[config.mk]
export PLATFORM = sky130hd
export DESIGN_NAME = ttc_tx_template_cfg
export DESIGN_NICKNAME = d
export VERILOG_FILES = /design/src/logic/ttc_pkg.sv /design/src/logic/ttc_acc_if.sv /design/src/logic/ttc_template_ram.sv /design/src/logic/ttc_access_seq.sv /design/src/logic/ttc_tx_template_cfg.sv
export SDC_FILE = /design/constraint.sdc
export NUM_CORES = 2
export LEC_CHECK = 0
export BUFFER_PORTS_ARGS = -buffer_cell sky130_fd_sc_hd__buf_2
export CORE_UTILIZATION = 35
export DETAILED_ROUTE_END_ITERATION = 10
export SLEW_MARGIN = 15
export SYNTH_ARGS = -nofsm -noshare
export SYNTH_HDL_FRONTEND = slang
export SYNTH_SLANG_ARGS = --single-unit
[constraint.sdc]
create_clock -name clk_i -period 6 [get_ports clk_i]
set_clock_uncertainty 0.2 [all_clocks]
set_input_delay 0.6 -clock clk_i [delete_from_list [all_inputs] [get_ports clk_i]]
set_output_delay 0.6 -clock clk_i [all_outputs]
set_load 0.02 [all_outputs]
[src/logic/ttc_pkg.sv]
// Package of the transmit template configuration bank: offsets, fields, resets.
// Assumes an 8-bit control port with the channel in address bits 7-6.
package ttc_pkg;

    localparam int NUM_CH = 4;
    localparam int ADDR_W = 8;
    localparam int DATA_W = 8;
    localparam int CH_SHIFT = 6;

    ////////////////////////////////////////////////////////////////////////////////
    // Register offsets within a channel
    localparam logic [5:0] OFF_DRV_TPL = 6'h03;
    localparam logic [5:0] OFF_AMP_SCALE = 6'h04;
    localparam logic [5:0] OFF_RAM_ACC = 6'h05;
    localparam logic [5:0] OFF_SAMPLE_AMP = 6'h06;

    ////////////////////////////////////////////////////////////////////////////////
    // Field positions
    localparam int DRIVER_FAULT_MONITOR_DISABLE_BIT = 5;
    localparam int TRISTATE_BIT = 4;
    localparam int TPL_LSB = 0;
    localparam int TPL_W = 4;
    localparam int SCALE_W = 6;
    localparam int LAUNCH_BIT = 7;
    localparam int DIR_BIT = 6;
    localparam int UI_LSB = 4;
    localparam int UI_W = 2;
    localparam int SAMP_LSB = 0;
    localparam int SAMP_W = 4;
    localparam int AMP_W = 7;
    localparam int RAM_AW = UI_W + SAMP_W;

    ////////////////////////////////////////////////////////////////////////////////
    // Reset values
    localparam logic RST_DRIVER_FAULT_MONITOR_DISABLE = 1'b0;
    localparam logic RST_TRISTATE = 1'b1;
    localparam logic [3:0] RST_TPL = 4'h0;
    localparam logic [5:0] RST_SCALE = 6'h21;
    localparam logic [6:0] RST_AMP = 7'h00;

    ////////////////////////////////////////////////////////////////////////////////
    // Template codes and scale figures
    localparam logic [3:0] TPL_E1_75 = 4'h0;
    localparam logic [3:0] TPL_E1_120 = 4'h1;
    localparam logic [3:0] TPL_J1 = 4'h7;
    localparam logic [1:0] TPL_USER_TOP = 2'h3;
    localparam logic [5:0] SCALE_REC_T1 = 6'h36;
    localparam logic [5:0] SCALE_REC_E1 = 6'h21;
    localparam logic [1:0] STEP_PCT_T1 = 2'h2;
    localparam logic [1:0] STEP_PCT_E1 = 2'h3;

    typedef enum logic [1:0] {
        ACC_IDLE = 2'b00,
        ACC_RUN = 2'b01,
        ACC_FINISH = 2'b11
    } ttc_acc_state_t;

endpackage

[src/logic/ttc_acc_if.sv]
// Interface joining the register bank to one channel's template access sequencer.
// Assumes one instance per channel, all on the bank clock.
`timescale 1ns/100ps
interface ttc_acc_if;
    import ttc_pkg::*;
    logic launch;
    logic dir_rd;
    logic [UI_W-1:0] ui;
    logic [SAMP_W-1:0] samp;
    logic [AMP_W-1:0] wr_amp;
    logic busy;
    logic rd_valid;
    logic [AMP_W-1:0] rd_amp;
    logic ram_we;
    logic ram_re;
    logic [RAM_AW-1:0] ram_addr;
    logic [AMP_W-1:0] ram_wdata;
    logic [AMP_W-1:0] ram_rdata;

    modport bank (output launch, dir_rd, ui, samp, wr_amp, ram_rdata,
                  input busy, rd_valid, rd_amp, ram_we, ram_re, ram_addr, ram_wdata);
    modport seq (input launch, dir_rd, ui, samp, wr_amp, ram_rdata,
                 output busy, rd_valid, rd_amp, ram_we, ram_re, ram_addr, ram_wdata);
endinterface

[src/logic/ttc_template_ram.sv]
// Pulse template RAM of one channel: unit interval and sample form the address.
// Assumes at most one of write and read per cycle; read data lands one edge later.
`timescale 1ns/100ps
module ttc_template_ram #(
    parameter int AW = ttc_pkg::RAM_AW,
    parameter int DW = ttc_pkg::AMP_W
) (
    input wire logic clk_i,
    input wire logic rst_n_i,
    input wire logic we_i,
    input wire logic re_i,
    input wire logic [AW-1:0] addr_i,
    input wire logic [DW-1:0] wdata_i,
    output logic [DW-1:0] rdata_o
);
    import ttc_pkg::*;

    logic [DW-1:0] mem_q [2**AW];
    logic [DW-1:0] rdata_q;

    always_ff @(posedge clk_i) begin
        if (we_i) begin
            mem_q[addr_i] <= wdata_i;
        end
    end

    always_ff @(posedge clk_i or negedge rst_n_i) begin
        if (!rst_n_i) begin
            rdata_q <= '0;
        end else if (re_i) begin
            rdata_q <= mem_q[addr_i];
        end
    end

    assign rdata_o = rdata_q;

endmodule

[src/logic/ttc_access_seq.sv]
// Sequencer for one indirect template RAM access per launch.
// Assumes the bank raises launch only while busy is low.
`timescale 1ns/100ps
module ttc_access_seq (
    input wire logic clk_i,
    input wire logic rst_n_i,
    ttc_acc_if.seq acc
);
    import ttc_pkg::*;

    ttc_acc_state_t state_q;
    logic dir_q;
    logic [RAM_AW-1:0] addr_q;
    logic [AMP_W-1:0] wdat_q;
    logic busy_q;

    ////////////////////////////////////////////////////////////////////////////////
    // Snapshot of the access fields at launch
    always_ff @(posedge clk_i or negedge rst_n_i) begin
        if (!rst_n_i) begin
            dir_q <= 1'b0;
            addr_q <= '0;
            wdat_q <= '0;
        end else if (state_q == ACC_IDLE && acc.launch) begin
            dir_q <= acc.dir_rd;
            addr_q <= {acc.ui, acc.samp};
            wdat_q <= acc.wr_amp;
        end
    end

    always_ff @(posedge clk_i or negedge rst_n_i) begin
        if (!rst_n_i) begin
            state_q <= ACC_IDLE;
        end else begin
            unique case (state_q)
                ACC_IDLE: begin
                    if (acc.launch) begin
                        state_q <= ACC_RUN;
                    end
                end
                ACC_RUN: begin
                    state_q <= ACC_FINISH;
                end
                ACC_FINISH: begin
                    state_q <= ACC_IDLE;
                end
                default: begin
                    state_q <= ACC_IDLE;
                end
            endcase
        end
    end

    always_ff @(posedge clk_i or negedge rst_n_i) begin
        if (!rst_n_i) begin
            busy_q <= 1'b0;
        end else if (state_q == ACC_IDLE && acc.launch) begin
            busy_q <= 1'b1;
        end else if (state_q == ACC_FINISH) begin
            busy_q <= 1'b0;
        end
    end

    assign acc.busy = busy_q;
    assign acc.ram_we = (state_q == ACC_RUN) && !dir_q;
    assign acc.ram_re = (state_q == ACC_RUN) && dir_q;
    assign acc.ram_addr = addr_q;
    assign acc.ram_wdata = wdat_q;
    assign acc.rd_valid = (state_q == ACC_FINISH) && dir_q;
    assign acc.rd_amp = acc.ram_rdata;
endmodule

[src/logic/ttc_tx_template_cfg.sv]
// Transmit template configuration bank for all channels, on the control port.
// Assumes single-cycle write and read strobes synchronous to clk_i.
//
// Overview of operation
// - Driver fault monitor disable bit 5 of first register; zero keeps monitor active.
// - Bit 4 tristates only the line driver; resets to one.
// - Bits 3-0 pick template; 0-7 fixed, 8-11 reserved, 11xx user waveform.
// - Six-bit scaling field of second register scales user pulses; resets 100001.
// - T1 and J1 recommend scale 110110, each step about two percent.
// - E1 recommends scale 100001, each step about three percent.
// - Writing one to bit 7 of third register while not busy launches one RAM access.
// - Bit 6 picks direction: zero writes RAM, one reads it.
// - Bits 5-4 address one of four unit intervals, zero leftmost.
// - Bits 3-0 address one of sixteen samples, zero leftmost.
// - Indirect write loads the seven-bit amplitude register into the addressed sample.
// - Indirect read returns the addressed sample into the amplitude field.
`timescale 1ns/100ps
module ttc_tx_template_cfg #(
    parameter int NUM_CH = ttc_pkg::NUM_CH
) (
    input wire logic clk_i,
    input wire logic rst_n_i,
    input wire logic [ttc_pkg::ADDR_W-1:0] reg_addr_i,
    input wire logic reg_wr_i,
    input wire logic reg_rd_i,
    input wire logic [ttc_pkg::DATA_W-1:0] reg_wdata_i,
    output logic [ttc_pkg::DATA_W-1:0] reg_rdata_o,
    output logic [NUM_CH-1:0] driver_fault_monitor_disable_o,
    output logic [NUM_CH-1:0] line_driver_tristate_o,
    output logic [NUM_CH-1:0][ttc_pkg::TPL_W-1:0] tx_template_select_o,
    output logic [NUM_CH-1:0] user_waveform_sel_o,
    output logic [NUM_CH-1:0][ttc_pkg::SCALE_W-1:0] pulse_amplitude_scale_o,
    output logic [NUM_CH-1:0][1:0] scale_step_pct_o,
    output logic [NUM_CH-1:0] access_busy_o
);
    import ttc_pkg::*;

    logic [1:0] ch_sel;
    logic [5:0] reg_idx;
    logic [DATA_W-1:0] rdata_q;
    logic [DATA_W-1:0] rdata_d;

    logic [NUM_CH-1:0] driver_fault_monitor_disable_q;
    logic [NUM_CH-1:0] tristate_q;
    logic [NUM_CH-1:0][TPL_W-1:0] tpl_q;
    logic [NUM_CH-1:0] user_q;
    logic [NUM_CH-1:0][1:0] step_q;
    logic [NUM_CH-1:0][SCALE_W-1:0] scale_q;
    logic [NUM_CH-1:0] dir_q;
    logic [NUM_CH-1:0][UI_W-1:0] ui_q;
    logic [NUM_CH-1:0][SAMP_W-1:0] samp_q;
    logic [NUM_CH-1:0][AMP_W-1:0] amp_q;
    logic [NUM_CH-1:0] busy;

    assign ch_sel = reg_addr_i[ADDR_W-1:CH_SHIFT];
    assign reg_idx = reg_addr_i[CH_SHIFT-1:0];

    ////////////////////////////////////////////////////////////////////////////////
    // Per-channel registers, sequencer and RAM
    for (genvar g = 0; g < NUM_CH; g++) begin : g_ch
        logic hit;
        logic wr_tpl;
        logic wr_scale;
        logic wr_acc;
        logic wr_amp;
        ttc_acc_if acc ();

        assign hit = reg_wr_i && (ch_sel == 2'(g));
        assign wr_tpl = hit && (reg_idx == OFF_DRV_TPL);
        assign wr_scale = hit && (reg_idx == OFF_AMP_SCALE);
        assign wr_acc = hit && (reg_idx == OFF_RAM_ACC) && !busy[g];
        assign wr_amp = hit && (reg_idx == OFF_SAMPLE_AMP);

        always_ff @(posedge clk_i or negedge rst_n_i) begin
            if (!rst_n_i) begin
                driver_fault_monitor_disable_q[g] <= RST_DRIVER_FAULT_MONITOR_DISABLE;
                tristate_q[g] <= RST_TRISTATE;
                tpl_q[g] <= RST_TPL;
                user_q[g] <= 1'b0;
                step_q[g] <= STEP_PCT_E1;
            end else if (wr_tpl) begin
                driver_fault_monitor_disable_q[g] <= reg_wdata_i[DRIVER_FAULT_MONITOR_DISABLE_BIT];
                tristate_q[g] <= reg_wdata_i[TRISTATE_BIT];
                tpl_q[g] <= reg_wdata_i[TPL_LSB +: TPL_W];
                user_q[g] <= reg_wdata_i[TPL_LSB+2 +: 2] == TPL_USER_TOP;
                if (reg_wdata_i[TPL_LSB +: TPL_W] <= TPL_E1_120) begin
                    step_q[g] <= STEP_PCT_E1;
                end else begin
                    step_q[g] <= STEP_PCT_T1;
                end
            end
        end

        always_ff @(posedge clk_i or negedge rst_n_i) begin
            if (!rst_n_i) begin
                scale_q[g] <= RST_SCALE;
            end else if (wr_scale) begin
                scale_q[g] <= reg_wdata_i[SCALE_W-1:0];
            end
        end

        always_ff @(posedge clk_i or negedge rst_n_i) begin
            if (!rst_n_i) begin
                dir_q[g] <= 1'b0;
                ui_q[g] <= '0;
                samp_q[g] <= '0;
            end else if (wr_acc) begin
                dir_q[g] <= reg_wdata_i[DIR_BIT];
                ui_q[g] <= reg_wdata_i[UI_LSB +: UI_W];
                samp_q[g] <= reg_wdata_i[SAMP_LSB +: SAMP_W];
            end
        end

        // Read result wins over a software write in the same cycle
        always_ff @(posedge clk_i or negedge rst_n_i) begin
            if (!rst_n_i) begin
                amp_q[g] <= RST_AMP;
            end else if (acc.rd_valid) begin
                amp_q[g] <= acc.rd_amp;
            end else if (wr_amp) begin
                amp_q[g] <= reg_wdata_i[AMP_W-1:0];
            end
        end

        // Launch takes the fields from the same write
        assign acc.launch = wr_acc && reg_wdata_i[LAUNCH_BIT];
        assign acc.dir_rd = reg_wdata_i[DIR_BIT];
        assign acc.ui = reg_wdata_i[UI_LSB +: UI_W];
        assign acc.samp = reg_wdata_i[SAMP_LSB +: SAMP_W];
        assign acc.wr_amp = amp_q[g];
        assign busy[g] = acc.busy;

        ttc_access_seq u_seq (
            .clk_i(clk_i),
            .rst_n_i(rst_n_i),
            .acc(acc.seq)
        );

        ttc_template_ram u_ram (
            .clk_i(clk_i),
            .rst_n_i(rst_n_i),
            .we_i(acc.ram_we),
            .re_i(acc.ram_re),
            .addr_i(acc.ram_addr),
            .wdata_i(acc.ram_wdata),
            .rdata_o(acc.ram_rdata)
        );
    end

    ////////////////////////////////////////////////////////////////////////////////
    // Read-back; launch bit reads one while the access runs
    always_comb begin
        rdata_d = '0;
        for (int c = 0; c < NUM_CH; c++) begin
            if (ch_sel == 2'(c)) begin
                unique case (reg_idx)
                    OFF_DRV_TPL: rdata_d = {2'b00, driver_fault_monitor_disable_q[c], tristate_q[c], tpl_q[c]};
                    OFF_AMP_SCALE: rdata_d = {2'b00, scale_q[c]};
                    OFF_RAM_ACC: rdata_d = {busy[c], dir_q[c], ui_q[c], samp_q[c]};
                    OFF_SAMPLE_AMP: rdata_d = {1'b0, amp_q[c]};
                    default: rdata_d = '0;
                endcase
            end
        end
    end

    always_ff @(posedge clk_i or negedge rst_n_i) begin
        if (!rst_n_i) begin
            rdata_q <= '0;
        end else if (reg_rd_i) begin
            rdata_q <= rdata_d;
        end
    end

    always_ff @(posedge clk_i or negedge rst_n_i) begin
        if (!rst_n_i) begin
            access_busy_o <= '0;
        end else begin
            access_busy_o <= busy;
        end
    end

    assign reg_rdata_o = rdata_q;
    assign driver_fault_monitor_disable_o = driver_fault_monitor_disable_q;
    assign line_driver_tristate_o = tristate_q;
    assign tx_template_select_o = tpl_q;
    assign user_waveform_sel_o = user_q;
    assign pulse_amplitude_scale_o = scale_q;
    assign scale_step_pct_o = step_q;
endmodule

# Word level (Yosys, flattened, before mapping)
# Memories as Yosys holds them, arrays and structs flattened. A register that Yosys moved wholly into a read port is not among the register bits.
# Index checks and enable logic that the tools add are counted.
[word_totals] register_bits=196 ramBits=1792 in_bits=20 elab_cells=197 memories=4
[op_classes] order_cmp=1 eq_ne=20 n_mux=41 reduce_logical=69
[mem_list] name="g_ch[0].u_ram.mem_q" depth=64 word_bits=7 read_ports=1 rd_clocked_by_memory_dff=1 write_ports=1 line="ttc_template_ram.sv:18" rtl="logic [DW-1:0] mem_q [2**AW];"
[mem_list] name="g_ch[1].u_ram.mem_q" depth=64 word_bits=7 read_ports=1 rd_clocked_by_memory_dff=1 write_ports=1 line="ttc_template_ram.sv:18"
[mem_list] name="g_ch[2].u_ram.mem_q" depth=64 word_bits=7 read_ports=1 rd_clocked_by_memory_dff=1 write_ports=1 line="ttc_template_ram.sv:18"
[mem_list] name="g_ch[3].u_ram.mem_q" depth=64 word_bits=7 read_ports=1 rd_clocked_by_memory_dff=1 write_ports=1 line="ttc_template_ram.sv:18"
[op_table] cell="case mux 8 bit (4 select lines)" n=4
[op_table] cell="2-to-1 mux 7 bit" n=8
[op_table] cell="logical AND 1 bit" n=44
[op_table] cell="2-to-1 mux 8 bit" n=4
[op_table] cell="equality test 6 x 3 -> 1 bit, second input constant" n=3
[op_table] cell="2-to-1 mux 1 bit" n=17
[op_table] cell="case mux 2 bit (2 select lines)" n=4
[op_table] cell="nonzero test 2 bit" n=8
[op_table] cell="equality test 2 bit, second input constant" n=7
[op_table] cell="logical NOT 1 bit" n=12
[op_table] cell="equality test 2 x 1 -> 1 bit, second input constant" n=5
[op_table] cell="logical NOT 2 bit" n=5
[op_table] cell="2-to-1 mux 2 bit" n=4
[op_table] cell="!= test 2 x 1 -> 1 bit, second input constant" n=4
[op_table] cell="equality test 6 x 2 -> 1 bit, second input constant" n=1
[op_table] cell="<= comparator 4 x 1 -> 1 bit, second input constant" n=1

# Longest topological paths before layout
[logic_depth] ltp_word=7 mapped_depth=11 ltp_nobuf=6

# Modules after synthesis
# A second synthesis with hierarchy kept.
[unflattened] cells_unflattened=4677 hier_area_um2=81383.1
[modules_own_cells] module="ttc_template_ram" n_inst=4 cells_each=987 area_each_um2=18086.1
[modules_own_cells] module="ttc_tx_template_cfg" n_inst=1 cells_each=533 area_each_um2=6185.9
[modules_own_cells] module="ttc_access_seq" n_inst=4 cells_each=49 area_each_um2=713.2

# Worst setup path before layout
# No wires, ideal clock.
[synth_timing] kind="register to register" from="reg g_ch[2].u_seq.addr_q[2]" to="mem g_ch[2].u_ram.mem_q[11][0] (netlist name) (enable)" setup_ns=0.360 t_arrival_ns=2.275 required_time_ns=5.440 slack_ns=3.165 stages_incl_launch_ff=9 synth_period_minus_slack_ns=2.835 path_cell_list="dfrtp_1 buf_2 buf_2 buf_2 buf_1 clkbuf_1 nor3b_1 nand2_1 nor2_1"
[synth_lines] element="from (decl)" line="ttc_access_seq.sv:13" rtl="logic [RAM_AW-1:0] addr_q;"
[synth_lines] element="from (signal assigned)" line="ttc_access_seq.sv:26" rtl="addr_q <= {acc.ui, acc.samp};"
[synth_lines] element="to (decl)" line="ttc_template_ram.sv:18"
# No word-level cell before the write port.

# Worst setup path after layout
[layout_timing] from="reg g_ch[0].u_seq.addr_q[1]" to="mem g_ch[0].u_ram.mem_q[16][1] (netlist name) (enable)"
[layout_lines] element="from (decl)" line="ttc_access_seq.sv:13"
[layout_lines] element="from (signal assigned)" line="ttc_access_seq.sv:26"
[layout_lines] element="to (decl)" line="ttc_template_ram.sv:18"
# No word-level cell before the write port.

==> flow_metrics.tcl <==
set metrics [dict create \
    outcome "finished, final reports clean" \
    layout_common_cells "edfxtp_1, nor2_1, mux2i_1, nand2_1, clkbuf_16" \
    min_from "reg_wdata_i[5]" \
    relSlewSlack_pct 17.76 \
    drv_slew 0 \
    hold_violations 0 \
    r2r_slack_ps 2080 \
    worstSetupPathType "reg2reg" \
    p_switching_mw 5.984 \
    setup_viol 0 \
    grt_remaining_overflow 0 \
    fp-row-count 174 \
    synth.largest_area_cell "edfxtp_1" \
    worst_pin_slew_ps 1228 \
    num_vias 44670 \
    synth_top_cells_by_area "edfxtp_1, dfrtp_1, mux4_2" \
    arrival_ps 4190 \
    pwr-share-comb_pct 2.1 \
    power_frac_clock_pct 44.4 \
    drtIter0Drc 5669 \
    nNetsFinal 4814 \
    maxCapViolCount 0 \
    crit_path_end_kind "flop" \
    ys_types 78 \
    grt_pass1_vias 44371 \
    drc_errors 0 \
    final_util_pct 40.01 \
    postRouteWirelength_um 218900 \
    p_int_mw 22.45 \
    h-tree-depth 4 \
    routabilityCongestion 0.8771 \
    required_ps 6260 \
    async_flop_share_pct 10.93 \
    crit_chain "nor2_1 -> nand2_1 -> nor2_1" \
    dp_hpwl_um 136400 \
    area_growth_pct 13.10 \
    rsz0062_at_grt "no" \
    numCtsBuffers 203 \
    layout_commonest_cell "edfxtp_1" \
    clock-root-buffer "clkbuf_16" \
    synth_edf_count 1792 \
    power.total_mw 28.43 \
    sw_frac_of_total_pct 21.05 \
    syn_area_um2 79870 \
    p_per_area_nw_per_um2 314.8 \
    crit_family "simple AND/OR/NAND/NOR gates" \
    grt_max_degree 163 \
    avgSynthCellArea_um2 17.01 \
    drtAntennaViolNets 0 \
    regArea_um2 59420 \
    startpoint_type "flop" \
    io_buffer_count 87 \
    hold_end "driver_fault_monitor_disable_o[0]" \
    critical-path-slowest-cell "nor2_1" \
    cts_tree "done" \
    clock-sinks 2012 \
    post-route-period-util_pct 65.38 \
    clk_path_buf_depth 3 \
    power_leakage_nw 25.46 \
    cpPeakStageDelay_ps 930 \
    nFillCells 20180 \
    drt-wirelength-per-cell_um 27.48 \
    finalSetupTns_ps 0 \
    critPathMostFrequentCell "nor2_1" \
    grt_antenna_before_repair 9 \
    critPathBufInv 0 \
    reg2reg_depth 3 \
    vdd_drop_max_mv 0.2202 \
    worst_skew_pair.late_latency_ps 870 \
    cp_max_fo 43 \
    min_period_ps 3923 \
    seq_power_share_pct 53.5 \
    clock.fmax_mhz 254.9 \
    vias_per_cell 5.608 \
    post_cts_buffers 0 \
    ys_seq_area_share_pct 74.30 \
    grt_pass1_wl_um 318600 \
    whs_path_depth 3 \
    r2r_end "g_ch[0].u_ram.mem_q[16][1]" \
    multi_input_area_um2 19180 \
    grt_use_total_pct 18.78 \
    core_um2 225800 \
    yosysWarnings 0 \
    hold_class "in2reg" \
    firstDrtPassIters 6 \
    drive_above_1_share_pct 18.92 \
    ioPinCount 92 \
    reg2reg_from "g_ch[0].u_seq.acc.ram_addr[1]" \
    synth_ff_type "edfxtp_1" \
    yosysTopAreaCellShare_pct 67.38 \
    die_area_um2 230100 \
    die-height_um 479.7 \
    die_x_um 479.7 \
    synth_cells 4694 \
    ys_ff_latch 2012 \
    start_util_pct 35.38 \
    clk_pin_slew_ps 60 \
]
layout make-up:
cell class | instances | share of cell area [%]
multi-input cells | 2367 | 21.23
repair buffers | 189 | 1.412
clock buffers | 265 | 6.005
clock inverters | 115 | 1.320
flip-flops and latches | 2012 | 65.79
diodes | 4 | 0.01108
inverters | 21 | 0.08727
well taps | 2992 | 4.145
routing by layer:
metal,wire length [µm],part of all wire (%),vias up,track usage (%)
met4,11640,5.3,6,9.145
met2,102500,47,2026,29.55
met3,16540,7.6,493,3.463
met1,88210,40,23193,25.04
met5,46,0.021,-,0
li1,-,-,18952,-
metrics by stage:
| step | worst slack, ps | cells | cell area, µm² | hold slack [ps] |
|---|---|---|---|---|
| finish | 2077 | 7965 | 90330 | 47.21 |
| detailed placement | 1673 | 7576 | 83640 | 269.3 |
| global placement | 1769 | 7576 | 83630 | 262.5 |
| CTS | 2160 | 7960 | 90290 | 4.393 |
| floorplan | 3165 | 4697 | 79880 | 104.4 |
| global route | 2063 | 7962 | 90320 | 51.46 |
tightest hold or removal path: cells and delay by family:
kind | cells | cell delay [ps]
AND/OR/NAND/NOR | 2 | 170
buffers and inverters | 1 | 300
power by group through the flow:
| stage | clock [mW] | combinational, mW | sequential [mW] |
|---|---|---|---|
| 2_1_floorplan | 0 | 0.339 | 15.5 |
| 3_3_place_gp | 0 | 0.589 | 15.5 |
| 3_5_place_dp | 0 | 0.594 | 15.5 |
| 4_1_cts | 12.8 | 0.598 | 15.2 |
| 5_1_grt | 13.3 | 0.632 | 15.2 |
| 6_report | 12.6 | 0.601 | 15.2 |
cell usage after synthesis (34+ instances only):
cell type  count
clkbuf_1     150
o22ai_1       55
nand3_1       75
a221oi_1     104
mux4_2       161
mux2i_1      351
o21ai_0      129
nand2_1      253
mux2_2       175
nor2_1       352
nor2b_1       34
edfxtp_1    1792
a22oi_1      152
buf_2        104
dfrtp_1      204
a31oi_1       38
a21oi_1      106
flip-flops by register name, summed over array words and instances, names as in the netlist, 8 cells and up:
signal                    cells
g_ch.u_ram.mem_q           1792
g_ch.acc.wr_amp              28
g_ch.u_ram.rdata_o           28
g_ch.u_seq.acc.ram_wdata     28
g_ch.u_seq.acc.ram_addr      24
pulse_amplitude_scale_o      24
samp_q                       16
tx_template_select_o         16
g_ch.u_seq.state_q            8
reg_rdata_o                   8
ui_q                          8
cell families (layout without fill, tap and decap cells):
kind of cell              count (synthesis)  after routing  synth area share [%]
AOI/OAI and AO/OA                       791            791                 7.086
xor gates and xnor gates                  1              1               0.01097
buffers and inverters                   318            590                 1.762
DFF                                    2012           2012                 74.30
muxes                                   720            720                 12.00
other                                     1              8              0.004695
and+or+nand+nor                         851            851                 4.842
worst max-delay path by stage:
stage / cells past startpoint / slack (ps) / from / endpoint
after detailed placement: 7 / 1670 / reg_addr_i[3] / g_ch[3].u_seq.acc.ram_addr[3]
after global routing: 7 / 2060 / g_ch[0].u_seq.acc.ram_addr[1] / g_ch[0].u_ram.rdata_o[6]
after global placement: 7 / 1770 / reg_addr_i[3] / g_ch[3].u_seq.acc.ram_wdata[5]
after CTS: 3 / 2160 / g_ch[0].u_seq.acc.ram_addr[1] / g_ch[0].u_ram.mem_q[16][4]
after floorplan: 8 / 3170 / g_ch[2].u_seq.acc.ram_addr[2] / g_ch[2].u_ram.mem_q[11][0]
final: 3 / 2080 / g_ch[0].u_seq.acc.ram_addr[1] / g_ch[0].u_ram.mem_q[16][1]
timing repair:
item                                    CTS  global route
hold buffers                              4             0
gates resized for setup                   0             0
endpoints found under the hold margin    68             0
endpoints found under the setup margin    0             0
Note: power is estimated with default switching activity, not from simulation.
